`config.mk`:
```
export PLATFORM = sky130hd
export DESIGN_NAME = phymg_errata
export DESIGN_NICKNAME = d
export VERILOG_FILES = /design/src/core/phymg_pkg.sv /design/src/core/phymg_regmem.sv /design/src/core/phymg_errata.sv
export SDC_FILE = /design/constraint.sdc
export NUM_CORES = 1
export LEC_CHECK = 0
export BUFFER_PORTS_ARGS = -buffer_cell sky130_fd_sc_hd__buf_2
export CAP_MARGIN = 5
export CORE_MARGIN = 1.5
export CORE_UTILIZATION = 50
export DETAILED_ROUTE_END_ITERATION = 8
export GPL_TIMING_DRIVEN = 0
export PLACE_DENSITY = 0.69
export REMOVE_ABC_BUFFERS = 1
export SLEW_MARGIN = 10
export SYNTH_ARGS = -nofsm -noshare
export SYNTH_HDL_FRONTEND = slang
export SYNTH_SLANG_ARGS = --single-unit
```
`constraint.sdc`:
```
create_clock -name i_clk -period 2.6 [get_ports i_clk]
set_input_delay 0 -clock i_clk [delete_from_list [all_inputs] [get_ports i_clk]]
set_output_delay 0 -clock i_clk [all_outputs]
set_load 0.03 [all_outputs]
```
`src/core/phymg_pkg.sv`:
```
//------------------------------------------------------------------------------
// Function
// - With 1000BASE-T forced by strap, writes to locked management registers are refused until unlocked.
// - After the three-step unlock completes, every management write is accepted.
// - In forced 1000BASE-T mode the interrupt status register is flagged unreliable.
// - In forced 1000BASE-T mode status-extension 2 and the three error counters are flagged invalid; the code drives only o_err_cnt_valid for this.
// - In RMII mode the receive error counter at register 19 survives reads and software reset.
// - In other MAC modes register 19 clears on read and on software reset.
// - While the low-power hold pin is high the link LED may stay lit until the cable is unplugged.
// - In RGMII mode carrier sense, carrier extend and carrier extend error codes are never sent.
//------------------------------------------------------------------------------
package phymg_pkg;

    localparam int          ADDR_W       = 5;
    localparam int          DATA_W       = 16;
    localparam int          PIN_SYNC_N   = 3;

    localparam logic [4:0]  REG_CTRL     = 5'h00;
    localparam logic [4:0]  REG_GCTRL    = 5'h09;
    localparam logic [4:0]  REG_RXERR    = 5'h13;
    localparam logic [4:0]  REG_PAGE     = 5'h1F;

    localparam int          SOFT_RST_BIT = 15;
    localparam logic [15:0] UNLOCK_PAGE  = 16'h0000;
    localparam logic [15:0] GCTRL_LOCK_M = 16'hE000;
    localparam logic [15:0] RXERR_RST    = 16'h0000;
    localparam logic [15:0] RXERR_MAX    = 16'hFFFF;

    // receive codes carried with dv low and er high, and the idle data sent with both low
    localparam logic [7:0]  RX_FALSE_CAR = 8'h0E;
    localparam logic [7:0]  RX_CAR_EXT   = 8'h0F;
    localparam logic [7:0]  RX_CAR_EXTER = 8'h1F;
    localparam logic [7:0]  RX_IDLE_DATA = 8'h00;

    typedef enum logic [1:0]
    {
        MAC_GMII  = 2'h0,
        MAC_RGMII = 2'h1,
        MAC_MII   = 2'h2,
        MAC_RMII  = 2'h3
    } phymg_mac_mode_t;

    typedef struct packed
    {
        logic              wr;
        logic [ADDR_W-1:0] addr;
        logic [DATA_W-1:0] wdata;
    } phymg_req_t;

    typedef struct packed
    {
        logic       dv;
        logic       er;
        logic [7:0] data;
    } phymg_rx_t;

endpackage

```
`src/core/phymg_regmem.sv`:
```
`timescale 1ns/1ps
`default_nettype none
module phymg_regmem
(
    input  wire logic                          i_clk,    // core clock
    input  wire logic                          i_we,     // write strobe
    input  wire logic                          i_re,     // read strobe
    input  wire logic [phymg_pkg::ADDR_W-1:0]  i_addr,   // register index
    input  wire logic [phymg_pkg::DATA_W-1:0]  i_wdata,  // write data
    output logic      [phymg_pkg::DATA_W-1:0]  o_rdata   // registered read
);

    logic [phymg_pkg::DATA_W-1:0] mem [0:(1<<phymg_pkg::ADDR_W)-1];

    always_ff @(posedge i_clk)
    begin
        if (i_we)
            mem[i_addr] <= i_wdata;
        if (i_re)
            o_rdata <= mem[i_addr];
    end

endmodule // phymg_regmem
`default_nettype wire

```
`src/core/phymg_errata.sv`:
```
`timescale 1ns/1ps
`default_nettype none
module phymg_errata
(
    input  wire logic                         i_clk,             // 200 MHz
    input  wire logic                         i_reset_n,         // hw reset pin
    input  wire logic                         i_strap_force_1g,  // strap pin
    input  wire logic                         i_low_power_hold,  // hold pin
    input  wire logic                         i_cable_present,   // media pin
    input  wire phymg_pkg::phymg_mac_mode_t   i_mac_mode,        // mac mode
    input  wire logic                         i_mgmt_valid,      // request
    input  wire phymg_pkg::phymg_req_t        i_mgmt_req,        // request body
    output logic                              o_mgmt_ack,        // answer pulse
    output logic                              o_mgmt_refused,    // write dropped
    output logic      [phymg_pkg::DATA_W-1:0] o_mgmt_rdata,      // read data
    input  wire logic                         i_link_up,         // pcs link
    input  wire logic                         i_rx_err_evt,      // rx error
    input  wire logic                         i_carrier,         // carrier seen
    input  wire phymg_pkg::phymg_rx_t         i_rx,              // pcs rx
    output phymg_pkg::phymg_rx_t              o_rx,              // mac rx
    output logic                              o_mac_crs,         // mac crs
    output logic                              o_led_link,        // link led
    output logic                              o_forced_1g,       // strap seen
    output logic                              o_int_stat_valid,  // int trusted
    output logic                              o_err_cnt_valid    // cnt trusted
);

    //--------------------------------------------------------------------------
    // pin synchronisers
    //--------------------------------------------------------------------------
    localparam int NPIN = 3;
    logic [NPIN-1:0] pin_raw;
    logic [NPIN-1:0] pin_s1_reg;
    logic [NPIN-1:0] pin_s2_reg;
    logic [NPIN-1:0] pin_s3_reg;
    logic [NPIN-1:0] pin_reg;

    assign pin_raw = {i_cable_present, i_low_power_hold, i_strap_force_1g};

    genvar g;
    generate
        for (g = 0; g < NPIN; g++)
        begin : g_pin
            always_ff @(posedge i_clk or negedge i_reset_n)
            begin
                if (!i_reset_n)
                begin
                    pin_s1_reg[g] <= 1'b0;
                    pin_s2_reg[g] <= 1'b0;
                    pin_s3_reg[g] <= 1'b0;
                    pin_reg[g]    <= 1'b0;
                end
                else
                begin
                    pin_s1_reg[g] <= pin_raw[g];
                    pin_s2_reg[g] <= pin_s1_reg[g];
                    pin_s3_reg[g] <= pin_s2_reg[g];
                    if (pin_s2_reg[g] == pin_s3_reg[g])
                        pin_reg[g] <= pin_s3_reg[g];
                end
            end
        end
    endgenerate

    wire strap_pin = pin_reg[0];
    wire hold_pin  = pin_reg[1];
    wire cable_pin = pin_reg[2];

    //--------------------------------------------------------------------------
    // strap capture after reset release
    //--------------------------------------------------------------------------
    logic [2:0] strap_cnt_reg;
    logic       strap_done_reg;
    logic       forced_reg;

    always_ff @(posedge i_clk or negedge i_reset_n)
    begin
        if (!i_reset_n)
        begin
            strap_cnt_reg  <= 3'h0;
            strap_done_reg <= 1'b0;
            forced_reg     <= 1'b0;
        end
        else if (!strap_done_reg)
        begin
            strap_cnt_reg <= strap_cnt_reg + 3'h1;
            if (strap_cnt_reg == 3'(phymg_pkg::PIN_SYNC_N + 1))
            begin
                strap_done_reg <= 1'b1;
                forced_reg     <= strap_pin;
            end
        end
    end

    //--------------------------------------------------------------------------
    // request decode
    //--------------------------------------------------------------------------
    typedef enum logic [1:0]
    {
        ST_LOCKED,
        ST_PAGE0,
        ST_READ9,
        ST_OPEN
    } phymg_lock_t;

    phymg_lock_t lock_reg;
    phymg_lock_t lock_next;

    wire req_go   = i_mgmt_valid && strap_done_reg;
    wire is_wr    = req_go && i_mgmt_req.wr;
    wire is_rd    = req_go && !i_mgmt_req.wr;
    wire a_page   = i_mgmt_req.addr == phymg_pkg::REG_PAGE;
    wire a_gctrl  = i_mgmt_req.addr == phymg_pkg::REG_GCTRL;
    wire a_rxerr  = i_mgmt_req.addr == phymg_pkg::REG_RXERR;
    wire a_ctrl   = i_mgmt_req.addr == phymg_pkg::REG_CTRL;
    wire page_ok  = i_mgmt_req.wdata == phymg_pkg::UNLOCK_PAGE;
    wire lock_clr = (i_mgmt_req.wdata & phymg_pkg::GCTRL_LOCK_M) == 16'h0000;
    // registers 31 and 9 stay writable so the unlock itself can run
    wire wr_ok    = (lock_reg == ST_OPEN) || !forced_reg
                    || a_page || a_gctrl;
    wire wr_go    = is_wr && wr_ok;
    wire wr_drop  = is_wr && !wr_ok;
    wire rmii     = i_mac_mode == phymg_pkg::MAC_RMII;
    wire soft_rst = wr_go && a_ctrl
                    && i_mgmt_req.wdata[phymg_pkg::SOFT_RST_BIT];

    //--------------------------------------------------------------------------
    // unlock sequence
    //--------------------------------------------------------------------------
    always_comb
    begin
        lock_next = lock_reg;
        unique case (lock_reg)
            ST_LOCKED:
                if (is_wr && a_page && page_ok)
                    lock_next = ST_PAGE0;
            ST_PAGE0:
                if (is_rd && a_gctrl)
                    lock_next = ST_READ9;
                else if (is_wr && !(a_page && page_ok))
                    lock_next = ST_LOCKED;
            ST_READ9:
                if (is_wr && a_gctrl && lock_clr)
                    lock_next = ST_OPEN;
                else if (is_wr)
                    lock_next = ST_LOCKED;
            ST_OPEN:
                lock_next = ST_OPEN;
        endcase
    end

    always_ff @(posedge i_clk or negedge i_reset_n)
    begin
        if (!i_reset_n)
            lock_reg <= ST_LOCKED;
        else if (strap_done_reg && !forced_reg)
            lock_reg <= ST_OPEN;
        else
            lock_reg <= lock_next;
    end

    //--------------------------------------------------------------------------
    // register store and receive error counter
    //--------------------------------------------------------------------------
    logic [15:0] mem_rdata;
    logic [15:0] rxerr_reg;
    logic [15:0] rxerr_snap_reg;
    logic        sel_rxerr_reg;
    logic        ack_reg;
    logic        refused_reg;

    phymg_regmem u_regmem
    (
        .i_clk   (i_clk),
        .i_we    (wr_go && !a_rxerr),
        .i_re    (is_rd),
        .i_addr  (i_mgmt_req.addr),
        .i_wdata (i_mgmt_req.wdata),
        .o_rdata (mem_rdata)
    );

    wire rxerr_rd  = is_rd && a_rxerr;
    // rmii keeps the count; only the reset pin clears it
    wire rxerr_clr = !rmii && (rxerr_rd || soft_rst);
    wire rxerr_inc = i_rx_err_evt && (rxerr_reg != phymg_pkg::RXERR_MAX);

    always_ff @(posedge i_clk or negedge i_reset_n)
    begin
        if (!i_reset_n)
            rxerr_reg <= phymg_pkg::RXERR_RST;
        else if (rxerr_clr)
            rxerr_reg <= rxerr_inc ? 16'h0001 : phymg_pkg::RXERR_RST;
        else if (rxerr_inc)
            rxerr_reg <= rxerr_reg + 16'h0001;
    end

    always_ff @(posedge i_clk or negedge i_reset_n)
    begin
        if (!i_reset_n)
        begin
            rxerr_snap_reg <= 16'h0000;
            sel_rxerr_reg  <= 1'b0;
            ack_reg        <= 1'b0;
            refused_reg    <= 1'b0;
        end
        else
        begin
            if (rxerr_rd)
                rxerr_snap_reg <= rxerr_reg;
            sel_rxerr_reg <= rxerr_rd;
            ack_reg       <= req_go;
            refused_reg   <= wr_drop;
        end
    end

    assign o_mgmt_ack     = ack_reg;
    assign o_mgmt_refused = refused_reg;
    assign o_mgmt_rdata   = sel_rxerr_reg ? rxerr_snap_reg : mem_rdata;

    //--------------------------------------------------------------------------
    // status validity, led and mac receive path
    //--------------------------------------------------------------------------
    logic                 led_reg;
    logic                 crs_reg;
    phymg_pkg::phymg_rx_t rx_reg;

    wire rgmii    = i_mac_mode == phymg_pkg::MAC_RGMII;
    wire rx_side  = !i_rx.dv && i_rx.er;
    wire rx_omit  = rgmii && rx_side
                    && (i_rx.data == phymg_pkg::RX_CAR_EXT
                        || i_rx.data == phymg_pkg::RX_CAR_EXTER
                        || i_rx.data == phymg_pkg::RX_FALSE_CAR);
    // with hold high, the led drops only on cable removal
    wire led_next = i_link_up
                    || (hold_pin && led_reg && cable_pin);

    always_ff @(posedge i_clk or negedge i_reset_n)
    begin
        if (!i_reset_n)
        begin
            led_reg <= 1'b0;
            crs_reg <= 1'b0;
            rx_reg  <= '0;
        end
        else
        begin
            led_reg <= led_next;
            crs_reg <= i_carrier && !rgmii;
            rx_reg  <= rx_omit
                       ? phymg_pkg::phymg_rx_t'{1'b0, 1'b0,
                                               phymg_pkg::RX_IDLE_DATA}
                       : i_rx;
        end
    end

    assign o_led_link       = led_reg;
    assign o_mac_crs        = crs_reg;
    assign o_rx             = rx_reg;
    assign o_forced_1g      = forced_reg;
    assign o_int_stat_valid = strap_done_reg && !forced_reg;
    assign o_err_cnt_valid  = strap_done_reg && !forced_reg;

endmodule // phymg_errata
`default_nettype wire

```
==> flow_metrics.py, run 1 <==
metrics = {
    "placement": {
        "placed_cells": 1830,
        "io_buffers": 75,
        "gp_congestion": 0.798,
        "dp_hpwl_mm": 32.4,
    },
    "power": {
        "p_leak_uw": 0.00908,
        "powerDensity_nw_per_um2": 738,
        "ir_drop_mv": 0.665,
    },
    "floorplan": {
        "dieArea_um2": 47400,
        "core_um2": 45500,
        "die_x_um": 218,
        "initial_utilization": 0.507,
        "rows": 78,
        "die_h_um": 218,
        "pin_count": 76,
    },
    "detailed_routing": {
        "vias": 12200,
        "route.met2.wl_mm": 26.8,
        "wl_met3_mm": 4.77,
        "ant_nets": 0,
        "highest_layer": "met4",
        "drcViolationCount": 0,
        "avgRoutedWirePerCell_um": 27.5,
        "postRouteWirelength_mm": 55.1,
        "drt-initial-drc-count": 1665,
        "via_per_inst": 6.11,
        "drt-pass1-iter-count": 5,
        "wl_met1_mm": 22.1,
    },
    "clock_tree": {
        "clk_pin_slew_ns": 0.06,
        "clk_latency_ns": 0.63,
        "numCtsBuffers": 59,
        "cts_num_sinks": 594,
        "clockBufferDepth": 3,
        "cts_tree": "built",
        "cts_root_buf": "clkbuf_16",
        "h-tree-depth": 2,
    },
    "yosys": {
        "synth_cells": 1167,
        "synth_seq_cells": 594,
        "yosysUniqueCellTypes": 62,
        "ys.flop_type": "edfxtp_1",
        "syn_area_per_cell_um2": 19.8,
        "ys_warn_count": 0,
        "synthArstFlopShare": 0.111,
        "yosysSeqAreaShare": 0.760,
        "synth_area_um2": 23000,
        "synth-edff-count": 528,
    },
    "timing": {
        "worst_pin_slew_ns": 1.13,
        "finalCriticalPeriod_ns": 2.54,
        "drv_slew": 0,
        "skew_ns": 0.0266,
        "rsz0062_at_grt": "no",
        "slew_headroom": 0.243,
        "finalCritPeriodShare": 0.976,
        "fin_hold_ws_ns": 0.0334,
        "hold_viol": 0,
        "max_freq_mhz": 394,
        "setup_viol": 0,
    },
    "cells_and_area": {
        "largest_reg_flops": 512,
        "final_nets": 1404,
        "regArea_um2": 17500,
        "drive_above_1_share": 0.293,
        "multi_input_area_um2": 5530,
        "area_growth_pct": 18.7,
        "fill_cells": 3209,
        "top_register": "u_regmem.mem",
        "layout.cells.non_filler": 2005,
    },
    "global_routing": {
        "track_usage": 0.238,
        "grt_max_degree": 78,
        "antenna_found_initial": 0,
        "grt_pass1_vias": 12400,
        "grt_remaining_overflow": 0,
        "grt_pass1_wl_mm": 80.9,
    },
    "setup_path": {
        "reg2reg_from": "strap_done_reg$_DFF_PN0_",
        "worstSetupEndpointType": "flip-flop",
        "crit_family": "simple AND/OR/NAND/NOR gates",
        "reg2reg_setup_slack_ns": 0.16,
        "crit_end": "u_regmem.o_rdata[8]$_DFFE_PN_",
        "critPathMaxFanout": 40,
        "worstSetupStartpoint": "i_mgmt_req[18]",
        "crit_slowest_cell": "nor4_1",
        "cp.required_ns": 2.87,
        "path_class": "in2reg",
        "slowest_delay_ns": 0.96,
        "critPathLaunchType": "input pin",
        "cp.arrival_ns": 2.81,
        "rr_worst_depth": 5,
        "r2r_end": "u_regmem.mem[9][13]$_DFFE_PP_",
        "cp.depth": 5,
        "path_buf_inv": 2,
        "crit_chain": "buf_4, inv_1, nand3_1, o22ai_1, nor4_1",
    },
    "outcome": {
        "outcome": "finished clean",
    },
    "worst_hold_path": {
        "holdCritPathClass": "in2async",
    },
    "job": {
        "maxCapViolCount": 0,
    },
}
[how the worst min path moves through the flow]
stage                      from                      end  slack, ns
2_1_floorplan         i_reset_n    cable_pin$_DFFE_PN0N_      -0.30
3_3_place_gp   i_strap_force_1g  pin_s1_reg[0]$_DFF_PN0_       0.11
3_5_place_dp    i_cable_present  pin_s1_reg[2]$_DFF_PN0_       0.11
4_1_cts        i_strap_force_1g  pin_s1_reg[0]$_DFF_PN0_      0.006
5_1_grt        i_strap_force_1g  pin_s1_reg[0]$_DFF_PN0_       0.05
6_report              i_reset_n  pin_s2_reg[0]$_DFF_PN0_       0.03
[kinds of logic after synthesis]
logic type      Yosys count  synth area share
flops                   594             0.760
simple gates            201            0.0452
mux                     173             0.136
compound gates          111            0.0351
buf+inv                  67            0.0157
xor+xnor                 14           0.00532
fa+ha+maj                 6           0.00293
other cells               1          0.000163
[per-stage QoR]
step	setup slack, ns	area [µm²]	util	power, µW	setup TNS, ns
finish	0.0628	27400	0.602	20200	0
global route	0.114	27400	0.601	20700	0
CTS	0.0380	27300	0.600	20300	0
detailed placement	-1.71	24600	0.541	12000	-390.16
global placement	-6.28	23900	0.526	12000	-2291.17
floorplan	-0.00919	22800	-	11400	-0.147
[placed cells by master (no fill, tap or decap), types with 18 or more instances in the layout]
cell           netlist  routed
buf_2               22      71
buf_4               10      23
clkbuf_16            0      59
dfrtp_1             66      65
dlygate4sd3_1        0      42
edfxtp_1           528     528
mux2_2              41      41
mux2i_1             24      24
mux4_2             108     108
nand2_1             28      26
nand3_1             19      18
nor2_1              59      30
nor2_4               0      25
nor2b_1             20      20
[Yosys cell counts, types with 10 or more instances]
library cell / number / area, µm²
nand3_1: 19 / 95.1
buf_2: 22 / 110
mux4_2: 108 / 2430
clkbuf_1: 18 / 67.6
nor3_1: 16 / 80.1
nand2_1: 28 / 105
o22ai_1: 15 / 93.8
a21oi_1: 11 / 55.1
edfxtp_1: 528 / 15900
a22oi_1: 16 / 120
nor2b_1: 20 / 125
dfrtp_1: 66 / 1650
mux2_2: 41 / 462
nor2_1: 59 / 221
buf_4: 10 / 75.1
a211oi_1: 13 / 97.6
o21ai_0: 10 / 50.1
mux2i_1: 24 / 240
xnor2_1: 12 / 105
[timing repair]
action	CTS	global route
resized for setup	22	5
hold buffers	42	0
setup endpoints to repair	478	80
gates cloned	0	0
setup buffers	19	6
pin swaps	10	1
hold endpoints to repair	604	0
[area by class of cell]
| type | instances | share of cell area |
|---|---|---|
| antenna | 1 | 0.0000915 |
| tap | 600 | 0.0274 |
| inverter | 9 | 0.00123 |
| timing repair buffer | 173 | 0.0606 |
| clock buffer | 75 | 0.0562 |
| sequential | 594 | 0.640 |
| clock inverter | 32 | 0.0122 |
| multi-input combinational | 521 | 0.202 |
[report_power, final]
group | leakage, µW | switching [µW] | internal, µW
Clock | 0.000887 | 3530 | 4770
Sequential | 0.00559 | 120 | 10600
Combinational | 0.00261 | 723 | 465
[routing by layer]
metal  up-vias  GRT usage
met2       603      0.379
met4         0     0.0773
met3       102     0.0437
met1      6385      0.335
li1       5152          -
met5         -          0
(Power assumes the default switching activity.)
==> run 2: changes to the inputs <==
Settings changed: CAP_MARGIN 5 to not set, HOLD_SLACK_MARGIN set to 0.05.
==> run 2 against run 1 <==
- maximum frequency shrank 1.6%
- sequential power hardly changed
- routed wire length grew 0.66%
- register-to-register slack about the same
- count of clock-buffer cells in the layout unchanged
- worst hold slack improved by 0.065 ns
- first-iteration DRC count shrank 5.8%
- worst setup slack got worse by 0.042 ns
- non-clock buffer count grew 10
- global-route usage up 0.075 points
- die area stayed put
- critical path type unchanged
- critical endpoint is now u_regmem.o_rdata[7]$_DFFE_PN_
- largest cell class unchanged
==> flow_metrics.py, run 2 (synthesized netlist as in run 1, its figures left out) <==
metrics = {
    "outcome": {
        "outcome": "finished clean",
    },
    "cells_and_area": {
        "num_antenna_cells": 0,
        "layout.cells.non_filler": 2014,
        "layout_commonest_cell": "edfxtp_1",
        "final_nets": 1414,
        "fill_cells": 3194,
        "largest_reg_flops": 512,
        "drive_above_1_share": 0.291,
        "mostFrequentLayoutCells": "528 x edfxtp_1, 108 x mux4_2, 71 x buf_2, 65 x dfrtp_1, 59 x clkbuf_16",
        "top_register": "u_regmem.mem",
        "regArea_um2": 17500,
        "area_growth_pct": 19.2,
        "multi_input_area_um2": 5530,
    },
    "floorplan": {
        "pin_count": 76,
        "die_x_um": 218,
        "dieArea_um2": 47400,
        "core_um2": 45500,
        "initial_utilization": 0.507,
        "die_h_um": 218,
        "rows": 78,
    },
    "power": {
        "ir_drop_mv": 0.666,
        "seqPwrFrac": 0.529,
        "pwr-share-comb": 0.060,
        "p_leak_uw": 0.00913,
        "intPower_uw": 15800,
        "switching_power_uw": 4380,
        "swShare": 0.217,
        "powerDensity_nw_per_um2": 735,
        "p_clk_frac": 0.411,
    },
    "timing": {
        "finalCriticalPeriod_ns": 2.58,
        "fin_hold_ws_ns": 0.0984,
        "max_freq_mhz": 388,
        "drv_slew": 0,
        "finalCritPeriodShare": 0.992,
        "slew_headroom": 0.221,
        "setup_viol": 0,
        "hold_viol": 0,
        "skew_ns": 0.0264,
        "rsz0062_at_grt": "no",
        "worst_pin_slew_ns": 1.16,
    },
    "placement": {
        "io_buffers": 75,
        "placed_cells": 1830,
        "gp_congestion": 0.798,
        "dp_hpwl_mm": 32.4,
    },
    "detailed_routing": {
        "drcViolationCount": 0,
        "ant_nets": 0,
        "postRouteWirelength_mm": 55.5,
        "vias": 12300,
        "wl_met1_mm": 22.0,
        "wl_met3_mm": 5.20,
        "drt-pass1-iter-count": 5,
        "highest_layer": "met5",
        "via_per_inst": 6.11,
        "route.met2.wl_mm": 26.7,
        "drt-initial-drc-count": 1569,
        "avgRoutedWirePerCell_um": 27.6,
    },
    "worst_hold_path": {
        "hold_end": "rxerr_reg[3]$_DFFE_PN0P_",
        "holdCritPathClass": "in2reg",
        "min-delay-start": "i_mac_mode[1]",
        "whs_path_depth": 4,
    },
    "global_routing": {
        "grt_pass1_vias": 12500,
        "antenna_found_initial": 2,
        "grt_pass1_wl_mm": 80.8,
        "grt_remaining_overflow": 0,
        "track_usage": 0.239,
        "grt_max_degree": 78,
    },
    "setup_path": {
        "rr_worst_depth": 5,
        "crit_family": "simple AND/OR/NAND/NOR gates",
        "critPathMaxFanout": 40,
        "crit_chain": "buf_4, inv_1, nand3_1, o22ai_1, nor4_1",
        "r2r_end": "u_regmem.mem[9][13]$_DFFE_PP_",
        "path_buf_inv": 2,
        "slowest_delay_ns": 0.97,
        "worstSetupEndpointType": "flip-flop",
        "path_class": "in2reg",
        "critPathLaunchType": "input pin",
        "reg2reg_from": "strap_done_reg$_DFF_PN0_",
        "reg2reg_setup_slack_ns": 0.16,
        "cp.arrival_ns": 2.83,
        "cp.required_ns": 2.85,
        "crit_slowest_cell": "nor4_1",
    },
    "clock_tree": {
        "clk_latency_ns": 0.63,
        "numCtsBuffers": 59,
        "clockBufferDepth": 3,
        "cts_root_buf": "clkbuf_16",
        "clk_pin_slew_ns": 0.06,
        "cts_tree": "built",
        "cts_num_sinks": 594,
        "h-tree-depth": 2,
    },
    "job": {
        "maxCapViolCount": 0,
    },
}
[run 2: repair_timing]
action                                  in CTS  in global routing
buffers inserted                            19                  6
endpoints found under the setup margin     478                 90
cloned                                       0                  0
hold buffers                                52                  0
gates resized for setup                     22                  5
pin swaps                                   10                  1
endpoints found under the hold margin      612                  0
[run 2: worst max path at each step]
stage                                   startpoint                             end  slack, ns  cells after the start
final                               i_mgmt_req[18]   u_regmem.o_rdata[7]$_DFFE_PN_       0.02                      5
after global routing                i_mgmt_req[18]   u_regmem.o_rdata[7]$_DFFE_PN_       0.02                      5
after CTS                           i_mgmt_req[20]   u_regmem.mem[15][7]$_DFFE_PP_       0.04                      5
after detailed placement            i_mgmt_req[18]    u_regmem.mem[3][5]$_DFFE_PP_      -1.71                      7
after global placement              i_mgmt_req[16]  u_regmem.mem[17][11]$_DFFE_PP_      -6.28                      4
after floorplan           strap_done_reg$_DFF_PN0_   u_regmem.mem[18][0]$_DFFE_PP_     -0.009                      4
[run 2: layout make-up]
type                            count  share of cell area
Multi-Input combinational cell    521               0.201
Sequential cell                   594               0.637
Inverter                            9             0.00123
Timing Repair Buffer              183              0.0646
Clock inverter                     32              0.0122
Tap cell                          600              0.0273
Clock buffer                       75              0.0559
[run 2: power by group through the flow]
| stage | registers (µW) | logic [µW] | clock network (µW) |
|---|---|---|---|
| final | 10700 | 1210 | 8300 |
| after global routing | 10700 | 1300 | 8760 |
| after CTS | 10700 | 1190 | 8410 |
| after detailed placement | 10900 | 1110 | 0 |
| after global placement | 10900 | 1090 | 0 |
| after floorplan | 10900 | 542 | 0 |
[run 2: layer usage]
metal | vias to the layer above | global-route usage
li1 | 5180 | -
met1 | 6377 | 0.327
met2 | 631 | 0.377
met3 | 113 | 0.0568
met4 | 2 | 0.0833
met5 | - | 0
[run 2: worst register-to-register path, stage by stage, from the launching register on]
cell and delay [ns]:
dfrtp_2 0.46, and3_1 0.26, o211ai_1 0.32, buf_4 0.32
nor2_2 0.53, buf_8 0.25
[run 2: through the flow]
stage / utilization / total power [µW] / setup TNS (ns) / cell area (µm²) / setup WS [ns]
6_report: 0.604 / 20200 / 0 / 27500 / 0.0213
5_1_grt: 0.604 / 20800 / 0 / 27500 / 0.0220
4_1_cts: 0.602 / 20300 / 0 / 27400 / 0.0380
3_5_place_dp: 0.541 / 12000 / -390.16 / 24600 / -1.71
3_3_place_gp: 0.526 / 12000 / -2291.17 / 23900 / -6.28
2_1_floorplan: - / 11400 / -0.147 / 22800 / -0.00919
